<file path="config.mk">
export PLATFORM = sky130hd
export DESIGN_NAME = serial_irq_host
export DESIGN_NICKNAME = d
export VERILOG_FILES = /design/src/serial_irq_line_pkg.sv /design/src/frame_slot_capture.sv /design/src/serial_irq_line_host.sv
export SDC_FILE = /design/constraint.sdc
export NUM_CORES = 1
export LEC_CHECK = 0
export BUFFER_PORTS_ARGS = -buffer_cell sky130_fd_sc_hd__buf_2
export CELL_PAD_IN_SITES_DETAIL_PLACEMENT = 1
export CELL_PAD_IN_SITES_GLOBAL_PLACEMENT = 1
export CORE_AREA = 5 5 98 64
export CTS_BUF_LIST = sky130_fd_sc_hd__clkbuf_4 sky130_fd_sc_hd__clkbuf_8 sky130_fd_sc_hd__clkbuf_16
export CTS_CLUSTER_DIAMETER = 100
export CTS_CLUSTER_SIZE = 24
export DETAILED_ROUTE_END_ITERATION = 6
export DIE_AREA = 0 0 103 69
export HOLD_SLACK_MARGIN = 0.03
export PLACE_DENSITY = 0.86
export SLEW_MARGIN = 10
export SYNTH_ARGS = -nofsm -noshare
export SYNTH_HDL_FRONTEND = slang
export SYNTH_SLANG_ARGS = --single-unit
</file>
<file path="constraint.sdc">
create_clock -name CLK_I -period 2.9 [get_ports CLK_I]
set_input_delay 0.58 -clock CLK_I [delete_from_list [all_inputs] [get_ports CLK_I]]
set_output_delay 0.58 -clock CLK_I [all_outputs]
set_load 0.03 [all_outputs]
</file>
<file path="src/serial_irq_line_pkg.sv">
// Purpose: Shared constants and types for the serial interrupt line host.
// Assumes: One 40 MHz clock; the line is sampled as a synchronous input.
// Notes: Frame positions count from 1, as the peripherals count them.
`default_nettype none
package irq_line_pkg;
  localparam int CLK_PERIOD_NS = 25;
  localparam int FRAME_W = 6;
  localparam int FRAME_COUNT = 32;
  localparam int IRQ_COUNT = 16;
  localparam int PCI_INT_COUNT = 4;
  // Start frame: host adds 3 to 7 low clocks after the peripheral pulse.
  localparam logic [2:0] START_EXTRA_MIN = 3'h3;
  localparam logic [2:0] START_EXTRA_RESET = 3'h3;
  // Stop frame low time selects the next mode.
  localparam logic [2:0] STOP_QUIET_CLKS = 3'h2;
  localparam logic [2:0] STOP_CONT_CLKS = 3'h3;
  // Clocks after the stop rising edge before a new start may begin.
  localparam logic [2:0] STOP_GAP_CLKS = 3'h2;
  localparam logic MODE_QUIET_RESET = 1'b0;
  // Phase codes inside a three-clock data frame.
  localparam logic [1:0] PH_SAMPLE = 2'h0;
  localparam logic [1:0] PH_RECOVER = 2'h1;
  localparam logic [1:0] PH_TURN = 2'h2;
  // Fixed slot usage.
  localparam int FRAME_MGMT = 3;
  localparam int FRAME_IOCHK = 17;
  localparam int FRAME_PCI_FIRST = 18;
  localparam int FRAME_PCI_LAST = 21;

  typedef enum logic [5:0] {
    ST_IDLE = 6'h01,
    ST_START_LOW = 6'h02,
    ST_START_HIGH = 6'h04,
    ST_DATA = 6'h08,
    ST_STOP_LOW = 6'h10,
    ST_STOP_GAP = 6'h20
  } state_t;

  typedef struct packed {
    logic [IRQ_COUNT-1:0] irq;
    logic mgmt;
    logic io_chk;
    logic [PCI_INT_COUNT-1:0] pci_int;
  } irq_status_t;

  typedef struct packed {
    logic [2:0] start_extra;
    logic quiet_next;
  } link_cfg_t;

  // True for ISA request numbers that own a data frame (frame = number + 1).
  function automatic logic irq_has_slot(input int k);
    return (k == 1) || (k >= 3 && k <= 7) || (k >= 9 && k <= 12) || (k == 14) || (k == 15);
  endfunction
endpackage
`default_nettype wire

</file>
<file path="src/frame_slot_capture.sv">
// Purpose: Holds the level sampled in each data frame and maps it to requests.
// Assumes: sample_i is a one-cycle pulse in the Sample phase of frame_i.
// Notes: Each level stands until the same frame of the next cycle.
`timescale 1ns/1ps
`default_nettype none
module frame_slot_capture #(
  parameter int FRAMES = irq_line_pkg::FRAME_COUNT
) (
  input wire logic clk_i,
  input wire logic rst_i,
  input wire logic sample_i,
  input wire logic [irq_line_pkg::FRAME_W-1:0] frame_i,
  input wire logic active_i,
  output irq_line_pkg::irq_status_t status_o
);
  import irq_line_pkg::*;

  logic [FRAMES:1] slot_reg, slot_next;
  irq_status_t status_reg, status_next;
  logic [IRQ_COUNT-1:0] irq_map;

  always_comb begin
    slot_next = slot_reg;
    if (sample_i && frame_i >= FRAME_W'(1) && frame_i <= FRAME_W'(FRAMES)) begin
      slot_next[frame_i] = active_i;
    end
  end

  // Unassigned slots are captured but reach no request.
  for (genvar k = 0; k < IRQ_COUNT; k++) begin : g_irq
    if (irq_has_slot(k)) begin : g_used
      assign irq_map[k] = slot_next[k+1];
    end else begin : g_none
      assign irq_map[k] = 1'b0;
    end
  end

  always_comb begin
    status_next.irq = irq_map;
    status_next.mgmt = slot_next[FRAME_MGMT];
    status_next.io_chk = slot_next[FRAME_IOCHK];
    status_next.pci_int = slot_next[FRAME_PCI_LAST:FRAME_PCI_FIRST];
  end

  always_ff @(posedge clk_i) begin
    if (rst_i) begin
      slot_reg <= '0;
      status_reg <= '0;
    end else begin
      slot_reg <= slot_next;
      status_reg <= status_next;
    end
  end

  assign status_o = status_reg;
endmodule
`default_nettype wire

</file>
<file path="src/serial_irq_line_host.sv">
// Purpose: Host end of the shared serial interrupt line: start, sample, stop.
// Assumes: External pull-up on the line; SERIAL_IRQ_LINE_I synchronous to CLK_I.
// Notes: The line is open-drain except for the one high clock after a start.
// Operation
// - Host then drives low 3 to 7 more.
// - Then one high clock, then release.
// - Continuous mode: host starts, 4 to 8 low.
// - Reset enters continuous mode.
// - Each data frame is exactly three clocks.
// - Nobody drives in recovery or turn-around.
// - Frame n sampled 3n-1 clocks after start.
// - Slot usage is fixed per frame number.
// - Frame three active raises management interrupt output.
// - Stop frame drives low two or three clocks.
// - Two-clock stop selects quiet mode next.
// - Three-clock stop selects continuous mode next.
// - Open-drain sharing, timing on the bus clock.
`timescale 1ns/1ps
`default_nettype none
module serial_irq_host #(
  parameter int FRAMES = irq_line_pkg::FRAME_COUNT
) (
  input wire logic CLK_I,
  input wire logic SYS_RST_I,
  input wire logic SERIAL_IRQ_LINE_I,
  output logic SERIAL_IRQ_LINE_O,
  output logic SERIAL_IRQ_LINE_OE_O,
  input wire irq_line_pkg::link_cfg_t CFG_I,
  output logic QUIET_MODE_O,
  output logic EXTERNAL_MGMT_INT_OUT_O,
  output irq_line_pkg::irq_status_t IRQ_STATUS_O
);
  import irq_line_pkg::*;

  state_t state_reg, state_next;
  logic [2:0] cnt_reg, cnt_next;
  logic [1:0] phase_reg, phase_next;
  logic [FRAME_W-1:0] frame_reg, frame_next;
  logic quiet_reg, quiet_next;
  logic oe_reg, oe_next;
  logic out_reg, out_next;
  logic mgmt_reg, mgmt_next;
  logic [2:0] extra;
  logic sample_pulse;
  logic line_active;
  irq_status_t status;

  // Requests below the minimum are raised to it rather than refused.
  assign extra = (CFG_I.start_extra < START_EXTRA_MIN) ? START_EXTRA_MIN : CFG_I.start_extra;
  assign sample_pulse = (state_reg == ST_DATA) && (phase_reg == PH_SAMPLE);
  assign line_active = !SERIAL_IRQ_LINE_I;

  always_comb begin
    state_next = state_reg;
    cnt_next = cnt_reg;
    phase_next = phase_reg;
    frame_next = frame_reg;
    quiet_next = quiet_reg;
    case (state_reg)
      ST_IDLE: begin
        if (!quiet_reg) begin
          state_next = ST_START_LOW;
          cnt_next = extra;
        end else if (line_active) begin
          // The peripheral pulse was the first low clock of the start frame.
          state_next = ST_START_LOW;
          cnt_next = 3'(extra - 3'h1);
        end
      end
      ST_START_LOW: begin
        if (cnt_reg == 3'h0) begin
          state_next = ST_START_HIGH;
        end else begin
          cnt_next = 3'(cnt_reg - 3'h1);
        end
      end
      ST_START_HIGH: begin
        // The clock after the rising edge is a turn-around before frame 1.
        state_next = ST_DATA;
        phase_next = PH_TURN;
        frame_next = '0;
      end
      ST_DATA: begin
        if (phase_reg == PH_TURN) begin
          if (frame_reg == FRAME_W'(FRAMES)) begin
            state_next = ST_STOP_LOW;
            quiet_next = CFG_I.quiet_next;
            cnt_next = CFG_I.quiet_next ? 3'(STOP_QUIET_CLKS - 3'h1)
                                        : 3'(STOP_CONT_CLKS - 3'h1);
          end else begin
            phase_next = PH_SAMPLE;
            frame_next = FRAME_W'(frame_reg + FRAME_W'(1));
          end
        end else if (phase_reg == PH_SAMPLE) begin
          phase_next = PH_RECOVER;
        end else begin
          phase_next = PH_TURN;
        end
      end
      ST_STOP_LOW: begin
        if (cnt_reg == 3'h0) begin
          state_next = ST_STOP_GAP;
          cnt_next = 3'(STOP_GAP_CLKS - 3'h1);
        end else begin
          cnt_next = 3'(cnt_reg - 3'h1);
        end
      end
      ST_STOP_GAP: begin
        // Pulses seen in the gap are too early to open a start frame.
        if (cnt_reg == 3'h0) begin
          state_next = ST_IDLE;
        end else begin
          cnt_next = 3'(cnt_reg - 3'h1);
        end
      end
      default: begin
        state_next = ST_IDLE;
      end
    endcase
  end

  // Drive follows the next state so the pin flops change with the state.
  always_comb begin
    oe_next = 1'b0;
    out_next = 1'b0;
    case (state_next)
      ST_START_LOW: begin
        oe_next = 1'b1;
        out_next = 1'b0;
      end
      ST_START_HIGH: begin
        oe_next = 1'b1;
        out_next = 1'b1;
      end
      ST_STOP_LOW: begin
        oe_next = 1'b1;
        out_next = 1'b0;
      end
      default: begin
        oe_next = 1'b0;
        out_next = 1'b0;
      end
    endcase
  end

  always_comb begin
    mgmt_next = mgmt_reg;
    if (sample_pulse && frame_reg == FRAME_W'(FRAME_MGMT)) begin
      mgmt_next = line_active;
    end
  end

  always_ff @(posedge CLK_I) begin
    if (SYS_RST_I) begin
      state_reg <= ST_IDLE;
      cnt_reg <= 3'h0;
      phase_reg <= PH_TURN;
      frame_reg <= '0;
      quiet_reg <= MODE_QUIET_RESET;
      oe_reg <= 1'b0;
      out_reg <= 1'b0;
      mgmt_reg <= 1'b0;
    end else begin
      state_reg <= state_next;
      cnt_reg <= cnt_next;
      phase_reg <= phase_next;
      frame_reg <= frame_next;
      quiet_reg <= quiet_next;
      oe_reg <= oe_next;
      out_reg <= out_next;
      mgmt_reg <= mgmt_next;
    end
  end

  frame_slot_capture #(
    .FRAMES(FRAMES)
  ) u_capture (
    .clk_i(CLK_I),
    .rst_i(SYS_RST_I),
    .sample_i(sample_pulse),
    .frame_i(frame_reg),
    .active_i(line_active),
    .status_o(status)
  );

  assign SERIAL_IRQ_LINE_O = out_reg;
  assign SERIAL_IRQ_LINE_OE_O = oe_reg;
  assign QUIET_MODE_O = quiet_reg;
  assign EXTERNAL_MGMT_INT_OUT_O = mgmt_reg;
  assign IRQ_STATUS_O = status;

  // Checking helpers: length of the current host low run, clocks since start edge.
  logic [3:0] low_run_reg;
  logic [7:0] since_edge_reg;
  logic [7:0] sample_clock;

  always_ff @(posedge CLK_I) begin
    if (SYS_RST_I) begin
      low_run_reg <= 4'h0;
      since_edge_reg <= 8'h0;
    end else begin
      low_run_reg <= (oe_reg && !out_reg) ? 4'(low_run_reg + 4'h1) : 4'h0;
      if (state_reg == ST_START_HIGH) begin
        since_edge_reg <= 8'h1;
      end else if (since_edge_reg != 8'hff) begin
        since_edge_reg <= 8'(since_edge_reg + 8'h1);
      end
    end
  end

  assign sample_clock = 8'(({2'h0, frame_reg} * 8'h3) - 8'h1);
endmodule
`default_nettype wire

</file>
==> results.sh, run 1 <==
export IMPL_cp_data_arrival_time_ns=2.41
export IMPL_final_area_sq_um=2370
export IMPL_setup_viol=0
export IMPL_netlist_instances=240
export IMPL_core_area_sq_um=5310
export IMPL_cts_sinks=39
export IMPL_post_route_period_util=0.776
export IMPL_crit_path_max_incr_delay_ns=0.47
export IMPL_swShare=0.344
export IMPL_met2_wirelength_um=2570
export IMPL_synth_cell_types=52
export IMPL_pre_cts_ws_ns=0.704
export IMPL_setup_worst_path_end="cnt_reg[2]$_SDFFE_PP0P_"
export IMPL_first_iter_violations=181
export IMPL_routed_top_layer="met4"
export IMPL_ios=33
export IMPL_power_density_nw_per_um2=617
export IMPL_worst_pin_slew_ns=0.867
export IMPL_finalHoldViolations=0
export IMPL_drc=0
export IMPL_r2r_start="frame_reg[0]$_SDFFE_PP0P_"
export IMPL_synth_edf_count=0
export IMPL_io_buffers=28
export IMPL_met3_length_um=519
export IMPL_avgViaCountPerCell=5.98
export IMPL_p_switching_uw=504
export IMPL_synth_top_area_frac=0.368
export IMPL_p_int_uw=960
export IMPL_routabilityCongestion=0.927
export IMPL_finalWirelength_um=6020
export IMPL_ys_seq_area_frac=0.368
export IMPL_antenna_found_initial=0
export IMPL_clockBufferDepth=2
export IMPL_synth_ff_type="dfxtp_1"
export IMPL_fin_worst_skew_ns=0.0148
export IMPL_power_uw=1460
export IMPL_fin_tns_setup_ns=0
export IMPL_htree_levels=2
export IMPL_area_growth_syn_to_layout_pct=11.8
export IMPL_tritoncts="done"
export IMPL_ys_ff_latch=39
export IMPL_cp_max_fo=9
export IMPL_r2r_end="cnt_reg[2]$_SDFFE_PP0P_"
export IMPL_wl_met1_um=2880
export IMPL_num_rows=21
export IMPL_dp_cells=321
export IMPL_netlist_area_sq_um=2120
export IMPL_place_area_sq_um=2260
export IMPL_num_nets_final=272
export IMPL_synth_area_leaders="dfxtp_1, a311oi_1, a21oi_1"
export IMPL_end_kind="flip-flop"
export IMPL_crit_start="frame_reg[0]$_SDFFE_PP0P_"
export IMPL_cp_depth=5
export IMPL_reg2reg_depth=5
export IMPL_pwr_share_clk=0.318
export IMPL_rrSetupSlack_ns=0.65
export IMPL_slowest_stage="a221o_1"
export IMPL_fin_crit_ns=2.25
export IMPL_cts_resized_gates=0
export IMPL_status="finished clean"
export IMPL_grt_pass1_vias=1981
export IMPL_path_cells="nor3_4 > nand3b_1 > a221o_1 > o311ai_0 > o41ai_1"
export IMPL_grt_usage=0.177
export IMPL_postCtsSetupBuffers=0
export IMPL_largest_reg_flops=18
export IMPL_root_buffer="clkbuf_8"
export IMPL_ant_nets=0
export IMPL_die_area_sq_um=7110
export IMPL_crit_family="compound AO/OA/AOI/OAI gates"
export IMPL_fp_dieH_um=69
export IMPL_relSlewSlack=0.417
export IMPL_hold_buffers=0
export IMPL_numCtsBuffers=5
export IMPL_synthArstFlopShare=0
export IMPL_avgSynthCellArea_sq_um=8.84
export IMPL_worstSkewPairLatency_ns=0.30
export IMPL_p_leak_uw=0.000873
export IMPL_wire_per_inst_um=18.3
export IMPL_start_util=0.400
export IMPL_power_frac_comb=0.252
export IMPL_dp_hpwl_um=4480
export IMPL_ys_warn_count=0
export IMPL_crit_buf_inv=0
export IMPL_power_frac_seq=0.430
export IMPL_dr_pass1_iters=4
export IMPL_clk_pin_slew_ns=0.09
export IMPL_grt_max_degree=34
export IMPL_grt_overflow=0
export IMPL_drv_cap=0
export IMPL_max_freq_mhz=444
export IMPL_n_antenna_cell=0
export IMPL_yosysTopAreaCell="dfxtp_1"
export IMPL_rsz0062_at_grt="false"
export IMPL_start_kind="flip-flop"
export IMPL_grt_pass1_wl_um=9960
export IMPL_worstSetupPathType="flip-flop to flip-flop"
export IMPL_required_ns=3.06
export IMPL_hold_class="flip-flop to flip-flop"
export IMPL_peakVddDrop_mv=0.189
export IMPL_slew_viol_final=0
export IMPL_finalNonFillerCells=329
export IMPL_setup_ws_ns=0.650
export IMPL_vias=1969
export IMPL_die_x_um=103
export IMPL_layout_drive_gt1_share=0.196
==> cell usage in the layout, fill, tap and decap left out, drive strengths merged, types with 3 or more instances in the layout <==
cell / instances
a311oi: 16
nor2b: 4
nand3b: 3
nor3b: 6
nand2b: 4
mux2i: 4
clkbuf: 5
o21ai: 4
ha: 6
a2111oi: 4
nand2: 15
nor2: 17
inv: 11
nor3: 14
nand4: 6
xnor2: 3
buf: 29
xor2: 5
nand3: 5
nor4: 6
dfxtp: 39
a21oi: 24
conb: 4
==> cells in the mapped netlist (all sizes together), types with 2 or more instances <==
master and instances:
a2111oi 4, nand3b 3, a31oi 2, xnor2 3
o311ai 2, and2 2, nor2b 4, nor2 17
a311oi 16, nand4 6, clkbuf 6, o21ai 4
nand3 5, mux2i 4, ha 6, buf 14
a21oi 24, dfxtp 39, mux2 2, nor3 14
or4 2, or2 2, a41oi 2, nand2b 4
nor4 6, nand2 15, nor3b 6, xor2 5
inv 10, nor4b 2
==> worst min path at each step <==
stage                                         start                                    to  slack (ns)  cells after the start
2_1_floorplan               cnt_reg[1]$_SDFFE_PP0P_               cnt_reg[1]$_SDFFE_PP0P_        0.45                      2
3_3_place_gp   EXTERNAL_MGMT_INT_OUT_O$_SDFFE_PP0P_  EXTERNAL_MGMT_INT_OUT_O$_SDFFE_PP0P_        0.46                      2
3_5_place_dp    u_capture.slot_reg[17]$_SDFFE_PP0P_   u_capture.slot_reg[17]$_SDFFE_PP0P_        0.47                      2
4_1_cts        EXTERNAL_MGMT_INT_OUT_O$_SDFFE_PP0P_  EXTERNAL_MGMT_INT_OUT_O$_SDFFE_PP0P_        0.48                      2
5_1_grt        EXTERNAL_MGMT_INT_OUT_O$_SDFFE_PP0P_  EXTERNAL_MGMT_INT_OUT_O$_SDFFE_PP0P_        0.50                      2
6_report       EXTERNAL_MGMT_INT_OUT_O$_SDFFE_PP0P_  EXTERNAL_MGMT_INT_OUT_O$_SDFFE_PP0P_        0.48                      2
==> routing by layer <==
layer,track usage,up-vias
met5,0,-
met4,0.0402,0
met3,0.0514,7
met2,0.244,76
met1,0.268,962
li1,-,924
==> power by group through the flow <==
stage	combinational, uW	sequential, uW	clock [uW]
finish	368	630	466
detailed placement	356	641	0
global route	406	637	499
global placement	346	637	0
floorplan	286	619	0
CTS	360	629	473
==> metrics by stage <==
| step | hold WS, ns | util |
|---|---|---|
| after floorplan | 0.454 | - |
| after global placement | 0.461 | 0.425 |
| after detailed placement | 0.465 | 0.425 |
| after CTS | 0.483 | 0.447 |
| after global routing | 0.499 | 0.447 |
| final | 0.477 | 0.447 |
==> cells by family after synthesis <==
| group | after synthesis | synth area share |
|---|---|---|
| AO/OA/AOI/OAI | 60 | 0.207 |
| XOR/XNOR | 8 | 0.0330 |
| adder cells (fa/ha/maj) | 6 | 0.0354 |
| buffers and inverters | 30 | 0.0696 |
| flip-flops | 39 | 0.368 |
| multiplexers | 6 | 0.0295 |
| other | 1 | 0.00177 |
| AND/OR/NAND/NOR | 90 | 0.256 |
==> worst register-to-register path: stages, from the launching register on <==
cell,delay (ns)
dfxtp_1,0.43
nor3_4,0.41
nand3b_1,0.27
a221o_1,0.47
o311ai_0,0.40
o41ai_1,0.13
==> layout make-up <==
type | instances | area [sq um]
Clock buffer | 5 | 68.8
Clock inverter | 3 | 46.3
Fill cell | 647 | 2940
Inverter | 10 | 37.5
Multi-Input combinational cell | 174 | 1200
Sequential cell | 39 | 781
Tap cell | 69 | 86.3
Timing Repair Buffer | 29 | 148
No activity file was read; power rests on OpenSTA's default activity.
==> run 2: changes to the inputs <==
==> constraint.sdc (replaced) <==
create_clock -name CLK_I -period 2.3 [get_ports CLK_I]
set_input_delay 0.46 -clock CLK_I [delete_from_list [all_inputs] [get_ports CLK_I]]
set_output_delay 0.46 -clock CLK_I [all_outputs]
set_load 0.03 [all_outputs]
==> run 2 against run 1 <==
  * Core utilization increased by 2.0 points
  * Global-route usage increased by 0.96 points
  * Via count increased by 0.86%
  * Largest cell class unchanged
==> results.sh, run 2 (synthesis gave the netlist of run 1 again) <==
export IMPL_setup_ws_ns=0.140
export IMPL_fin_crit_ns=2.16
export IMPL_peakVddDrop_mv=0.330
export IMPL_ios=33
export IMPL_grt_max_degree=20
export IMPL_drv_cap=0
export IMPL_avgViaCountPerCell=5.82
export IMPL_clockBufferDepth=2
export IMPL_num_rows=21
export IMPL_finalHoldViolations=0
export IMPL_drc=0
export IMPL_n_antenna_cell=0
export IMPL_setup_viol=0
export IMPL_end_kind="flip-flop"
export IMPL_power_density_nw_per_um2=770
export IMPL_required_ns=2.52
export IMPL_postCtsSetupBuffers=0
export IMPL_fin_tns_setup_ns=0
export IMPL_first_iter_violations=149
export IMPL_num_nets_final=284
export IMPL_fin_worst_skew_ns=0.0111
export IMPL_grt_pass1_vias=1964
export IMPL_rsz0062_at_grt="false"
export IMPL_root_buffer="clkbuf_8"
export IMPL_grt_pass1_wl_um=10500
export IMPL_post_route_util=0.467
export IMPL_numCtsBuffers=5
export IMPL_clk_pin_slew_ns=0.09
export IMPL_antenna_found_initial=0
export IMPL_area_growth_syn_to_layout_pct=16.7
export IMPL_hold_class="input pin to flip-flop"
export IMPL_max_freq_mhz=463
export IMPL_die_x_um=103
export IMPL_holdWs_ns=0.477
export IMPL_dp_hpwl_um=4650
export IMPL_vias=1986
export IMPL_ant_nets=0
export IMPL_htree_levels=2
export IMPL_cts_sinks=39
export IMPL_grt_usage=0.186
export IMPL_worstSkewPairLatency_ns=0.29
export IMPL_wire_per_inst_um=18.7
export IMPL_layout_drive_gt1_share=0.232
export IMPL_p_leak_uw=0.000940
export IMPL_layout_commonest_cell="dfxtp_1"
export IMPL_die_area_sq_um=7110
export IMPL_worst_pin_slew_ns=0.689
export IMPL_io_buffers=28
export IMPL_cp_data_arrival_time_ns=2.38
export IMPL_relSlewSlack=0.537
export IMPL_status="finished clean"
export IMPL_fp_dieH_um=69
export IMPL_dr_pass1_iters=4
export IMPL_final_cell_mix="dfxtp_1, buf_2, a21oi_1"
export IMPL_pre_cts_ws_ns=0.221
export IMPL_start_kind="flip-flop"
export IMPL_start_util=0.400
export IMPL_finalWirelength_um=6370
export IMPL_core_area_sq_um=5310
export IMPL_post_route_period_util=0.939
export IMPL_tritoncts="done"
export IMPL_routabilityCongestion=0.898
export IMPL_grt_overflow=0
export IMPL_largest_reg_flops=18
export IMPL_slew_viol_final=0
export IMPL_cts_resized_gates=0
export IMPL_cp_max_fo=10
export IMPL_hold_buffers=0
export IMPL_worstSetupPathType="flip-flop to flip-flop"
-- run 2: per-layer routing --
metal,global-route usage,part of all wire,up-vias
met5,0,0,-
met2,0.250,0.42,64
met1,0.288,0.51,968
li1,-,-,950
met3,0.0565,0.064,4
met4,0.0402,0.0046,0
-- run 2: through the flow --
stage / instance area, sq um / instances / total power (uW)
detailed placement: 2350 / 333 / 1300
finish: 2480 / 341 / 1910
global placement: 2350 / 333 / 1270
CTS: 2460 / 341 / 1900
global route: 2480 / 341 / 2010
floorplan: 2130 / 243 / 1140
-- run 2: report_power, final --
| group | internal (uW) | switching, uW |
|---|---|---|
| clock | 329 | 271 |
| sequential | 721 | 71.1 |
| combinational | 198 | 316 |
-- run 2: worst paths after layout --
kind | from | end | slack, ns | cells after the start
min | CFG_I[0] | QUIET_MODE_O$_SDFFE_PP0P_ | 0.48 | 3
max | state_reg[5]$_SDFF_PP0_ | frame_reg[4]$_SDFFE_PP0P_ | 0.14 | 5
min reg2reg | u_capture.slot_reg[6]$_SDFFE_PP0P_ | u_capture.slot_reg[6]$_SDFFE_PP0P_ | 0.48 | 2
max reg2reg | state_reg[5]$_SDFF_PP0_ | frame_reg[4]$_SDFFE_PP0P_ | 0.14 | 5
-- run 2: worst max-delay path, stage by stage (launching register included) --
cell       delay, ns
dfxtp_1         0.45
or4_4           0.62
a2111oi_4       0.51
nand4_1         0.23
xor2_1          0.19
nor2_1          0.10
-- run 2: final cells by class --
type / count / area [sq um]
timing repair buffer: 41 / 238
inverter: 10 / 37.5
fill: 645 / 2830
multi-input combinational: 174 / 1220
sequential: 39 / 781
clock inverter: 3 / 47.5
tap: 69 / 86.3
clock buffer: 5 / 68.8
